**src/boot_cfg_pkg.sv**
```systemverilog
// Constants, field layout and register map for the boot configuration decoder.
// Assumes a 32-bit AXI4-Lite register bus and a 14-bit nonvolatile word.
package boot_cfg_pkg;

    localparam int CFG_WIDTH = 14;
    localparam int AXI_ADDR_WIDTH = 12;
    localparam int AXI_DATA_WIDTH = 32;

    // Field positions inside the configuration word
    localparam int FLD_FAIL_SAFE = 13;
    localparam int FLD_CLOCK_OUT_GATE = 11;
    localparam int FLD_RESET_PIN_SEL = 6;
    localparam int FLD_POWERUP_TIMER_N = 5;
    localparam int FLD_WDT_POLICY_HI = 4;
    localparam int FLD_WDT_POLICY_LO = 3;
    localparam int FLD_OSC_HI = 2;
    localparam int FLD_OSC_LO = 0;

    // Watchdog policy codes
    localparam logic [1:0] WDT_ALWAYS = 2'h3;
    localparam logic [1:0] WDT_RUN_ONLY = 2'h2;
    localparam logic [1:0] WDT_SOFTWARE = 2'h1;

    // Oscillator select codes
    localparam logic [2:0] OSC_EXT_HIGH = 3'h7;
    localparam logic [2:0] OSC_EXT_MEDIUM = 3'h6;
    localparam logic [2:0] OSC_EXT_LOW = 3'h5;
    localparam logic [2:0] OSC_INTERNAL = 3'h4;
    localparam logic [2:0] OSC_EXT_RC = 3'h3;
    localparam logic [2:0] OSC_FAST_XTAL = 3'h2;
    localparam logic [2:0] OSC_STD_XTAL = 3'h1;

    // Value of an erased word, held until the real word is caught
    localparam logic [13:0] CFG_ERASED = 14'h3FFF;

    // Register byte offsets
    localparam logic [11:0] OFS_CONFIG_WORD = 12'h000;
    localparam logic [11:0] OFS_WDT_CONTROL = 12'h004;
    localparam logic [11:0] OFS_STATUS = 12'h008;

    // Watchdog control register layout and reset value
    localparam int WDT_CTL_SW_ON = 0;
    localparam logic WDT_CTL_RESET = 1'h0;

    // Status register layout
    localparam int ST_LOADED = 0;
    localparam int ST_WDT_RUN = 1;
    localparam int ST_POWERUP_TIMER_ON = 2;
    localparam int ST_MASTER_RESET_INPUT_ON = 3;
    localparam int ST_PULLUP_ON = 4;
    localparam int ST_CLOCK_OUTPUT_PIN_ON = 5;
    localparam int ST_FAIL_SAFE = 6;
    localparam int ST_CRYSTAL = 7;
    localparam int ST_OSC_LO = 8;

    // Sync stages to fill before the word is trusted
    localparam int SYNC_STAGES = 3;
    localparam logic [1:0] SYNC_FILL_CYCLES = 2'h3;

    // AXI responses
    localparam logic [1:0] RESP_OKAY = 2'h0;
    localparam logic [1:0] RESP_SLVERR = 2'h2;

    typedef enum logic [2:0] {
        LOAD_FILL = 3'b001,
        LOAD_CAPTURE = 3'b010,
        LOAD_HOLD = 3'b100
    } load_state_e;

endpackage : boot_cfg_pkg

```
**src/pin_sync3.sv**
```systemverilog
// Three-stage synchroniser for a bus of pin-level inputs.
// Assumes the bits are quasi-static; stage one feeds stage two only.
`timescale 1ns/1ps
module pin_sync3 #(
    parameter int WIDTH = 14
) (
    input wire logic clk,
    input wire logic ce,
    input wire logic [WIDTH-1:0] async_in,
    output logic [WIDTH-1:0] stage_two,
    output logic [WIDTH-1:0] stage_three
);
    genvar i;
    generate
        for (i = 0; i < WIDTH; i++) begin : g_bit
            logic stage_one;
            logic s2;
            logic s3;
            always_ff @(posedge clk) begin
                if (ce) begin
                    stage_one <= async_in[i];
                    s2 <= stage_one;
                    s3 <= s2;
                end
            end
            assign stage_two[i] = s2;
            assign stage_three[i] = s3;
        end
    endgenerate
endmodule : pin_sync3

```
**src/boot_config_word_decode.sv**
```systemverilog
// Boot configuration word decoder with an AXI4-Lite register slave.
// Assumes rst is the power-on reset and the word is static after power-up.
`timescale 1ns/1ps
module boot_config_word_decode
    import boot_cfg_pkg::*;
(
    input wire logic clk,
    input wire logic rst,
    input wire logic ce,
    input wire logic [boot_cfg_pkg::CFG_WIDTH-1:0] config_word_pins,
    input wire logic low_voltage_programming,
    input wire logic core_in_sleep,
    input wire logic port_pullup_request,
    input wire logic [boot_cfg_pkg::AXI_ADDR_WIDTH-1:0] s_axi_awaddr,
    input wire logic s_axi_awvalid,
    output logic s_axi_awready,
    input wire logic [boot_cfg_pkg::AXI_DATA_WIDTH-1:0] s_axi_wdata,
    input wire logic [3:0] s_axi_wstrb,
    input wire logic s_axi_wvalid,
    output logic s_axi_wready,
    output logic [1:0] s_axi_bresp,
    output logic s_axi_bvalid,
    input wire logic s_axi_bready,
    input wire logic [boot_cfg_pkg::AXI_ADDR_WIDTH-1:0] s_axi_araddr,
    input wire logic s_axi_arvalid,
    output logic s_axi_arready,
    output logic [boot_cfg_pkg::AXI_DATA_WIDTH-1:0] s_axi_rdata,
    output logic [1:0] s_axi_rresp,
    output logic s_axi_rvalid,
    input wire logic s_axi_rready,
    output logic config_loaded,
    output logic watchdog_timer_run,
    output logic [2:0] oscillator_select_field,
    output logic [6:0] oscillator_mode_onehot,
    output logic oscillator_uses_crystal_pins,
    output logic powerup_timer_on,
    output logic master_reset_input_on,
    output logic reset_pin_pullup_on,
    output logic clock_output_pin_on,
    output logic fail_safe_monitor_on
);
    import boot_cfg_pkg::*;

    // Crystal modes take over the clock-output pin
    function automatic logic is_crystal(input logic [2:0] osc);
        is_crystal = (osc == OSC_FAST_XTAL) || (osc == OSC_STD_XTAL);
    endfunction : is_crystal

    // One-hot mode vector, bit n set for code n+1
    function automatic logic [6:0] osc_onehot(input logic [2:0] osc);
        logic [6:0] v;
        v = 7'h00;
        case (osc)
            OSC_EXT_HIGH: v = 7'h40;
            OSC_EXT_MEDIUM: v = 7'h20;
            OSC_EXT_LOW: v = 7'h10;
            OSC_INTERNAL: v = 7'h08;
            OSC_EXT_RC: v = 7'h04;
            OSC_FAST_XTAL: v = 7'h02;
            OSC_STD_XTAL: v = 7'h01;
            default: v = 7'h00;
        endcase
        osc_onehot = v;
    endfunction : osc_onehot

    // Register offset decode shared by read and write paths
    function automatic logic [2:0] reg_hit(input logic [AXI_ADDR_WIDTH-1:0] a);
        reg_hit = {a == OFS_STATUS, a == OFS_WDT_CONTROL, a == OFS_CONFIG_WORD};
    endfunction : reg_hit

    // Pin synchroniser
    logic [CFG_WIDTH-1:0] word_s2;
    logic [CFG_WIDTH-1:0] word_s3;
    logic lvp_s2;
    logic lvp_s3;

    pin_sync3 #(
        .WIDTH(CFG_WIDTH + 1)
    ) u_sync (
        .clk(clk),
        .ce(ce),
        .async_in({low_voltage_programming, config_word_pins}),
        .stage_two({lvp_s2, word_s2}),
        .stage_three({lvp_s3, word_s3})
    );

    // Capture sequencer
    load_state_e load_state;
    load_state_e next_load_state;
    logic [1:0] fill_count;
    logic [1:0] next_fill_count;
    logic [CFG_WIDTH-1:0] cfg_word;
    logic [CFG_WIDTH-1:0] next_cfg_word;
    logic lvp_latched;
    logic next_lvp_latched;

    always_comb begin
        next_load_state = load_state;
        next_fill_count = fill_count;
        next_cfg_word = cfg_word;
        next_lvp_latched = lvp_latched;
        case (load_state)
            LOAD_FILL: begin
                next_fill_count = fill_count + 2'h1;
                if (fill_count == SYNC_FILL_CYCLES - 2'h1) begin
                    next_load_state = LOAD_CAPTURE;
                end
            end
            LOAD_CAPTURE: begin
                if ((word_s2 == word_s3) && (lvp_s2 == lvp_s3)) begin
                    next_cfg_word = word_s3;
                    next_lvp_latched = lvp_s3;
                    next_load_state = LOAD_HOLD;
                end
            end
            LOAD_HOLD: begin
                next_load_state = LOAD_HOLD;
            end
            default: begin
                next_load_state = LOAD_FILL;
            end
        endcase
    end

    always_ff @(posedge clk) begin
        if (rst) begin
            load_state <= LOAD_FILL;
            fill_count <= 2'h0;
            cfg_word <= CFG_ERASED;
            lvp_latched <= 1'b0;
        end else if (ce) begin
            load_state <= next_load_state;
            fill_count <= next_fill_count;
            cfg_word <= next_cfg_word;
            lvp_latched <= next_lvp_latched;
        end
    end

    // Decoded controls
    logic loaded;
    logic sw_watchdog_on;
    logic [1:0] wdt_policy;
    logic [2:0] osc_sel;
    logic next_loaded;
    logic next_wdt_run;
    logic next_powerup_timer_on;
    logic next_master_reset_input_on;
    logic next_pullup_on;
    logic next_clock_output_pin_on;
    logic next_fcm_on;
    logic next_crystal;
    logic [2:0] next_osc_sel;
    logic [6:0] next_osc_onehot;

    assign loaded = (load_state == LOAD_HOLD);
    assign wdt_policy = cfg_word[FLD_WDT_POLICY_HI:FLD_WDT_POLICY_LO];
    assign osc_sel = cfg_word[FLD_OSC_HI:FLD_OSC_LO];

    always_comb begin
        next_loaded = loaded;
        next_wdt_run = 1'b0;
        next_powerup_timer_on = 1'b0;
        next_master_reset_input_on = 1'b0;
        next_pullup_on = 1'b0;
        next_clock_output_pin_on = 1'b0;
        next_fcm_on = 1'b0;
        next_crystal = 1'b0;
        next_osc_sel = 3'h0;
        next_osc_onehot = 7'h00;
        if (loaded) begin
            case (wdt_policy)
                WDT_ALWAYS: next_wdt_run = 1'b1;
                WDT_RUN_ONLY: next_wdt_run = !core_in_sleep;
                WDT_SOFTWARE: next_wdt_run = sw_watchdog_on;
                default: next_wdt_run = 1'b0;
            endcase
            next_osc_sel = osc_sel;
            next_osc_onehot = osc_onehot(osc_sel);
            next_crystal = is_crystal(osc_sel);
            next_powerup_timer_on = !cfg_word[FLD_POWERUP_TIMER_N];
            if (lvp_latched || cfg_word[FLD_RESET_PIN_SEL]) begin
                next_master_reset_input_on = 1'b1;
                next_pullup_on = 1'b1;
            end else begin
                next_master_reset_input_on = 1'b0;
                next_pullup_on = port_pullup_request;
            end
            next_clock_output_pin_on = !is_crystal(osc_sel) && !cfg_word[FLD_CLOCK_OUT_GATE];
            next_fcm_on = cfg_word[FLD_FAIL_SAFE];
        end
    end

    always_ff @(posedge clk) begin
        if (rst) begin
            config_loaded <= 1'b0;
            watchdog_timer_run <= 1'b0;
            powerup_timer_on <= 1'b0;
            master_reset_input_on <= 1'b0;
            reset_pin_pullup_on <= 1'b0;
            clock_output_pin_on <= 1'b0;
            fail_safe_monitor_on <= 1'b0;
            oscillator_uses_crystal_pins <= 1'b0;
            oscillator_select_field <= 3'h0;
            oscillator_mode_onehot <= 7'h00;
        end else if (ce) begin
            config_loaded <= next_loaded;
            watchdog_timer_run <= next_wdt_run;
            powerup_timer_on <= next_powerup_timer_on;
            master_reset_input_on <= next_master_reset_input_on;
            reset_pin_pullup_on <= next_pullup_on;
            clock_output_pin_on <= next_clock_output_pin_on;
            fail_safe_monitor_on <= next_fcm_on;
            oscillator_uses_crystal_pins <= next_crystal;
            oscillator_select_field <= next_osc_sel;
            oscillator_mode_onehot <= next_osc_onehot;
        end
    end

    // AXI4-Lite write path
    logic aw_held;
    logic w_held;
    logic [AXI_ADDR_WIDTH-1:0] aw_addr;
    logic [AXI_DATA_WIDTH-1:0] w_data;
    logic [3:0] w_strb;
    logic next_aw_held;
    logic next_w_held;
    logic [AXI_ADDR_WIDTH-1:0] next_aw_addr;
    logic [AXI_DATA_WIDTH-1:0] next_w_data;
    logic [3:0] next_w_strb;
    logic next_bvalid;
    logic [1:0] next_bresp;
    logic next_sw_watchdog_on;
    logic [2:0] w_hit;

    assign s_axi_awready = !aw_held && !s_axi_bvalid;
    assign s_axi_wready = !w_held && !s_axi_bvalid;
    assign w_hit = reg_hit(aw_addr);

    always_comb begin
        next_aw_held = aw_held;
        next_w_held = w_held;
        next_aw_addr = aw_addr;
        next_w_data = w_data;
        next_w_strb = w_strb;
        next_bvalid = s_axi_bvalid;
        next_bresp = s_axi_bresp;
        next_sw_watchdog_on = sw_watchdog_on;
        if (s_axi_awvalid && s_axi_awready) begin
            next_aw_held = 1'b1;
            next_aw_addr = s_axi_awaddr;
        end
        if (s_axi_wvalid && s_axi_wready) begin
            next_w_held = 1'b1;
            next_w_data = s_axi_wdata;
            next_w_strb = s_axi_wstrb;
        end
        if (aw_held && w_held) begin
            next_aw_held = 1'b0;
            next_w_held = 1'b0;
            next_bvalid = 1'b1;
            next_bresp = RESP_OKAY;
            if (w_hit[1]) begin
                if (w_strb[0]) begin
                    next_sw_watchdog_on = w_data[WDT_CTL_SW_ON];
                end
            end else if (!w_hit[0] && !w_hit[2]) begin
                next_bresp = RESP_SLVERR;
            end
        end
        if (s_axi_bvalid && s_axi_bready) begin
            next_bvalid = 1'b0;
        end
    end

    always_ff @(posedge clk) begin
        if (rst) begin
            aw_held <= 1'b0;
            w_held <= 1'b0;
            aw_addr <= '0;
            w_data <= '0;
            w_strb <= 4'h0;
            s_axi_bvalid <= 1'b0;
            s_axi_bresp <= RESP_OKAY;
            sw_watchdog_on <= WDT_CTL_RESET;
        end else if (ce) begin
            aw_held <= next_aw_held;
            w_held <= next_w_held;
            aw_addr <= next_aw_addr;
            w_data <= next_w_data;
            w_strb <= next_w_strb;
            s_axi_bvalid <= next_bvalid;
            s_axi_bresp <= next_bresp;
            sw_watchdog_on <= next_sw_watchdog_on;
        end
    end

    // AXI4-Lite read path
    logic next_rvalid;
    logic [1:0] next_rresp;
    logic [AXI_DATA_WIDTH-1:0] next_rdata;
    logic [AXI_DATA_WIDTH-1:0] status_word;
    logic [2:0] r_hit;

    assign s_axi_arready = !s_axi_rvalid;
    assign r_hit = reg_hit(s_axi_araddr);

    always_comb begin
        status_word = '0;
        status_word[ST_LOADED] = config_loaded;
        status_word[ST_WDT_RUN] = watchdog_timer_run;
        status_word[ST_POWERUP_TIMER_ON] = powerup_timer_on;
        status_word[ST_MASTER_RESET_INPUT_ON] = master_reset_input_on;
        status_word[ST_PULLUP_ON] = reset_pin_pullup_on;
        status_word[ST_CLOCK_OUTPUT_PIN_ON] = clock_output_pin_on;
        status_word[ST_FAIL_SAFE] = fail_safe_monitor_on;
        status_word[ST_CRYSTAL] = oscillator_uses_crystal_pins;
        status_word[ST_OSC_LO +: 3] = oscillator_select_field;
    end

    always_comb begin
        next_rvalid = s_axi_rvalid;
        next_rresp = s_axi_rresp;
        next_rdata = s_axi_rdata;
        if (s_axi_rvalid && s_axi_rready) begin
            next_rvalid = 1'b0;
        end
        if (s_axi_arvalid && s_axi_arready) begin
            next_rvalid = 1'b1;
            next_rresp = RESP_OKAY;
            next_rdata = '0;
            case (r_hit)
                3'b001: next_rdata[CFG_WIDTH-1:0] = cfg_word;
                3'b010: next_rdata[WDT_CTL_SW_ON] = sw_watchdog_on;
                3'b100: next_rdata = status_word;
                default: next_rresp = RESP_SLVERR;
            endcase
        end
    end

    always_ff @(posedge clk) begin
        if (rst) begin
            s_axi_rvalid <= 1'b0;
            s_axi_rresp <= RESP_OKAY;
            s_axi_rdata <= '0;
        end else if (ce) begin
            s_axi_rvalid <= next_rvalid;
            s_axi_rresp <= next_rresp;
            s_axi_rdata <= next_rdata;
        end
    end

endmodule : boot_config_word_decode

```
**config.mk**
```make
export PLATFORM = sky130hd
export DESIGN_NAME = boot_config_word_decode
export DESIGN_NICKNAME = d
export VERILOG_FILES = /design/src/boot_cfg_pkg.sv /design/src/pin_sync3.sv /design/src/boot_config_word_decode.sv
export SDC_FILE = /design/constraint.sdc
export NUM_CORES = 1
export LEC_CHECK = 0
export BUFFER_PORTS_ARGS = -buffer_cell sky130_fd_sc_hd__buf_2
export CAP_MARGIN = 20
export CELL_PAD_IN_SITES_DETAIL_PLACEMENT = 2
export CELL_PAD_IN_SITES_GLOBAL_PLACEMENT = 2
export CORE_AREA = 2 2 108 162
export CTS_CLUSTER_DIAMETER = 80
export CTS_CLUSTER_SIZE = 20
export DETAILED_ROUTE_END_ITERATION = 6
export DIE_AREA = 0 0 110 164
export PLACE_DENSITY = 0.72
export RECOVER_POWER = 100
export SYNTH_ARGS = -nofsm -noshare
export SYNTH_HDL_FRONTEND = slang
export SYNTH_SLANG_ARGS = --single-unit
```
**constraint.sdc**
```tcl
create_clock -name clk -period 1.8 [get_ports clk]
set_clock_uncertainty 0.15 [all_clocks]
set_input_delay 0.09 -clock clk [delete_from_list [all_inputs] [get_ports clk]]
set_output_delay 0.09 -clock clk [all_outputs]
set_load 0.05 [all_outputs]
```
Yosys cells after proc, flatten, opt, wreduce, memory -nomap -nowiden --
Index checks and enable logic that the tools add are counted.
Storage, ports and cells: flip-flop bits (word level) 120, input bits 85, output and inout port bits 59, logic and storage cells 167
Cells by class: add/sub/neg operators 1, equal/unequal tests 25, multiplexer cells 29, reductions and logical operators 42
Operators by type and width (number):
- $pmux 7 s7 | 1
- $pmux 13 s2 | 1
- $eq 12x3->1 const B | 2
- $eq 12x4->1 const B | 2
- $logic_not 12->1 | 2
- $eq 3x3->1 const B | 6
- $reduce_and 2->1 | 9
- $mux 1 | 17
- $eq 14x14->1 | 1
- $eq 3x2->1 const B | 4
- $logic_and 1x1->1 | 11
- $logic_not 1->1 | 10
- $eq 3x1->1 const B | 3
- $mux 3 | 3
- $pmux 3 s3 | 1
- $reduce_bool 2->1 | 4
- $mux 7 | 1
- $eq 2x2->1 const B | 3
- $mux 2 | 3
- $pmux 1 s3 | 2
- $reduce_and 3->1 | 2
- $ne 2x2->1 const B | 2
- $reduce_and 4->1 | 1
- $reduce_or 3->1 | 1
- other kinds (4) | 5

Logic depth before layout (Yosys ltp) --
word-level depth 5, depth in mapped cells 7, depth with buffers taken out 5

Cells and area by module --
From an unflattened synthesis, not the netlist that was laid out.
Unflattened totals: cell total of the unflattened synthesis 465, area total of the unflattened synthesis 4762.1 um^2
By module, submodules not included:
- boot_config_word_decode | times used 1, cells an instance 390, area each 3185.6 um^2
- pin_sync3 | times used 1, cells an instance 75, area each 1576.5 um^2

Least setup slack after synthesis --
OpenSTA, ideal clock, no wires.
path kind flip-flop to flip-flop, start point register s_axi_bvalid, end point register aw_addr[0], setup time 0.070 ns, data arrival time 2.014 ns, data required time 1.580 ns, setup slack -0.434 ns, cell stages (with the launch flop) 6, buffers on the path 1, period minus slack after synthesis 2.234 ns, cells stage by stage dfxtp_1 nor2_1 and3_1 clkbuf_1 nand2_1 a21oi_1
On the way: word-level cells in the longest chain between the ends 4
RTL lines:
- from (decl) | line boot_config_word_decode.sv:22 | output logic s_axi_bvalid,
- from (signal assigned) | line boot_config_word_decode.sv:291 | s_axi_bvalid <= next_bvalid;
- $logic_not 1->1 | line boot_config_word_decode.sv:235 | assign s_axi_awready = !aw_held && !s_axi_bvalid;
- $logic_and 1x1->1 | line boot_config_word_decode.sv:235
- named net s_axi_awready | line boot_config_word_decode.sv:16 | output logic s_axi_awready,
- $logic_and 1x1->1 | line boot_config_word_decode.sv:248 | if (s_axi_awvalid && s_axi_awready) begin
- $reduce_and 2->1 (no line)
- to (signal assigned) | line boot_config_word_decode.sv:288 | aw_addr <= next_aw_addr;
- to (decl) | line boot_config_word_decode.sv:222 | logic [AXI_ADDR_WIDTH-1:0] aw_addr;
The timed path passes the listed nets, and every way through them passes these cells. A chain may end at the register's enable or synchronous reset.

Worst setup path in the final report --
start point register u_sync.g_bit[3].s2, end point register cfg_word[3]
On the way: word-level cells in the longest chain between the ends 3
RTL lines:
- from (decl) | line pin_sync3.sv:17 | logic s2;
- from (signal assigned) | line pin_sync3.sv:22 | s2 <= stage_one;
- $eq 14x14->1 | line boot_config_word_decode.sv:110 | if ((word_s2 == word_s3) && (lvp_s2 == lvp_s3)) begin
- $logic_and 1x1->1 | line boot_config_word_decode.sv:110
- $reduce_and 3->1 (no line)
- to (signal assigned) | line boot_config_word_decode.sv:134 | cfg_word <= next_cfg_word;
- to (decl) | line boot_config_word_decode.sv:92 | logic [CFG_WIDTH-1:0] cfg_word;
Every way passes these cells.

==> flow_summary.ini <==
[global_route]
grt_pass1_wl_um = 22000
use_met2_pct = 31.7
grt_usage_pct = 16.2
grt_max_degree = 37
grt_use_met1_pct = 15.5
grt-ovfl-total = 0
grt.busiest_layer = met2
grt_pass1_vias = 4369
use_met3_pct = 3.53
antenna_found_initial = 0

[synth]
synthTopCellsByCount = 73 x dfxtp_1, 45 x edfxtp_1, 44 x nor2_1, 40 x nand2_1, 38 x nand3_1
synth.distinct_cells = 46
synth_area_um2 = 4590
ys_seq_area_share_pct = 61.3
async_flop_share_pct = 0
yosysMostFrequentCell = dfxtp_1
synth_edf_count = 45
synth-main-ff-cell = dfxtp_1
synth_top_cell_area_share_pct = 31.8
synth_top_cell_by_area = dfxtp_1
synthTopCellsByArea = dfxtp_1 32%, edfxtp_1 29%, nand3_1 4.1%
postSynthAreaPerCell_um2 = 10.6
synth_warnings = 0
synth_seq_cells = 118
synthCells = 433

[layout]
final_util_pct = 38.6
nets = 681
layout-drive-gt1-share_pct = 24.2
layoutNonFillerInstCount = 817
fill_cells = 1772
diodes = 0
synthToLayoutAreaGrowth_pct = 39.6

[pwr]
ir_drop_uv = 694
leakage_uw = 0.00239
p_per_area_nw_per_um2 = 1070

[worst_setup_path]
end_kind = flop
required_ns = 1.92
critPathMaxFanout = 8
path_class = flop to flop
arrival_ns = 2.19
start_kind = flop

[run]
maxCapViolCount = 0

[routing]
routed_wl_um = 14100
dr.first_iter.drc_count = 137
ant_nets = 0
vias = 3879
drc = 0
viasPerCell = 4.75
wl_per_cell_um = 17.3
firstDrtPassIters = 4

[placement]
gp_congestion = 0.739
io_buffers = 89
place_ws_ns = -0.292
dp.cells = 741
hpwl_um = 9650

[sta]
grt_setup_unrepaired = yes
fin_crit_ns = 2.07
hold_viol = 0
setup_ws_ns = -0.266
setup_viol = 19
drv_slew = 0
fin_crit_sh_pct = 115
worst_pin_slew_ns = 0.839
relSlewSlack_pct = 44.1
fmax_ghz = 0.484

[floorplan]
core_area_um2 = 16600
rows = 58
die_w_um = 110
die-area_um2 = 18000
start_util_pct = 27.6
die_h_um = 164
ios = 144

[clock_network]
h-tree-depth = 4
clock_sinks = 118
clockBufferDepth = 2
clk_pin_slew_ns = 0.05
numCtsBuffers = 17
cts_tree = done
cts_root_buffer = clkbuf_16
insertion_delay_ns = 0.42

[outcome]
status = finished with violations
violations = setup timing

[hold_path]
hp-class = input port to flop
==> cell families (layout without fill, tap and decap cells) <==
group	after synthesis	in the layout	synth area share (%)
other	1	20	0.0817
buffers and inverters	51	206	6.38
AND/OR/NAND/NOR	164	164	17.0
AO/OA/AOI/OAI	77	77	10.9
adder cells (fa/ha/maj)	1	1	0.273
XOR/XNOR	17	17	3.24
flip-flops	118	118	61.3
multiplexers	4	4	0.872
==> power breakdown <==
group | switching [uW] | leakage (uW) | internal, uW
combinational | 394 | 0.00107 | 225
sequential | 71.1 | 0.00103 | 2910
clock | 1160 | 0.000288 | 2070
total | 1630 | 0.00239 | 5200
==> state kept, by name, summed over array words and instances (netlist names), 2 cells and up <==
name	cells
aw_addr	12
cfg_word	14
fill_count	2
load_state	3
oscillator_mode_onehot	7
oscillator_select_field	3
s_axi_rdata	14
u_sync.g_bit.s2	15
u_sync.g_bit.s3	15
u_sync.g_bit.stage_one	15
==> cell usage in the layout, fill, tap and decap left out, types with 5 or more instances in the layout <==
cell | netlist | routed
a21oi_1 | 31 | 29
clkinv_2 | 0 | 5
nand3_1 | 38 | 33
edfxtp_1 | 45 | 45
dlygate4sd3_1 | 0 | 37
dfxtp_1 | 73 | 73
nor3_1 | 14 | 14
clkbuf_2 | 0 | 5
a221oi_1 | 10 | 10
xnor2_1 | 17 | 17
buf_2 | 3 | 50
nand4_1 | 6 | 6
o21ai_2 | 5 | 12
nand2_1 | 40 | 40
clkbuf_16 | 0 | 18
a22oi_1 | 6 | 6
conb_1 | 1 | 20
clkbuf_1 | 16 | 43
nor2_1 | 44 | 43
and3_1 | 6 | 6
buf_4 | 21 | 30
==> layout make-up <==
| type | count | area [um2] | share of cell area, % |
|---|---|---|---|
| sequential | 118 | 2810 | 43.9 |
| multi-input combinational | 283 | 1650 | 25.7 |
| timing repair buffer | 169 | 1090 | 17.0 |
| clock buffer | 23 | 499 | 7.79 |
| tap | 210 | 263 | 4.10 |
| clock inverter | 8 | 72.6 | 1.13 |
| inverter | 6 | 23.8 | 0.371 |
==> final timing paths <==
kind	startpoint	endpoint	slack, ns	cells past startpoint
hold reg to reg	u_sync.g_bit[12].stage_one	u_sync.g_bit[12].s2	0.27	0
setup reg to reg	u_sync.g_bit[3].s2	cfg_word[3]	-0.27	6
hold / removal	s_axi_araddr[0]	s_axi_rdata[0]	0.04	5
setup / recovery	u_sync.g_bit[3].s2	cfg_word[3]	-0.27	6
==> routing by layer <==
| metal | part of all wire, % | vias to the layer above |
|---|---|---|
| li1 | - | 1834 |
| met1 | 36 | 1903 |
| met2 | 57 | 113 |
| met3 | 4.3 | 29 |
| met4 | 3.0 | 0 |
| met5 | 0 | - |
==> critical path, stage by stage, from the launching register on <==
cell	delay [ns]
edfxtp_1	0.40
xnor2_1	0.19
nand4_1	0.16
or4_4	0.58
buf_6	0.17
o21ai_1	0.16
nand3_1	0.10
==> repair_timing <==
action | 4_1_cts | 5_1_grt
setup endpoints to repair | 18 | 18
resized for setup | 21 | 3
setup buffers | 6 | 2
hold buffers | 37 | 0
gates cloned | 1 | 0
pin swaps | 11 | 4
hold endpoints to repair | 40 | 0
==> metrics by stage <==
stage	area [um2]	TNS (ns)	power, uW	hold WS (ns)
final	6410	-3.86	6830	0.0357
after global routing	6410	-6.73	7100	0.0870
after CTS	6480	-3.58	6940	0.0197
after detailed placement	5400	-4.72	3590	0.118
after global placement	5400	-2.70	3550	0.117
after floorplan	4690	-1.59	3400	0.0389
Power figures use the tool's default switching activity.
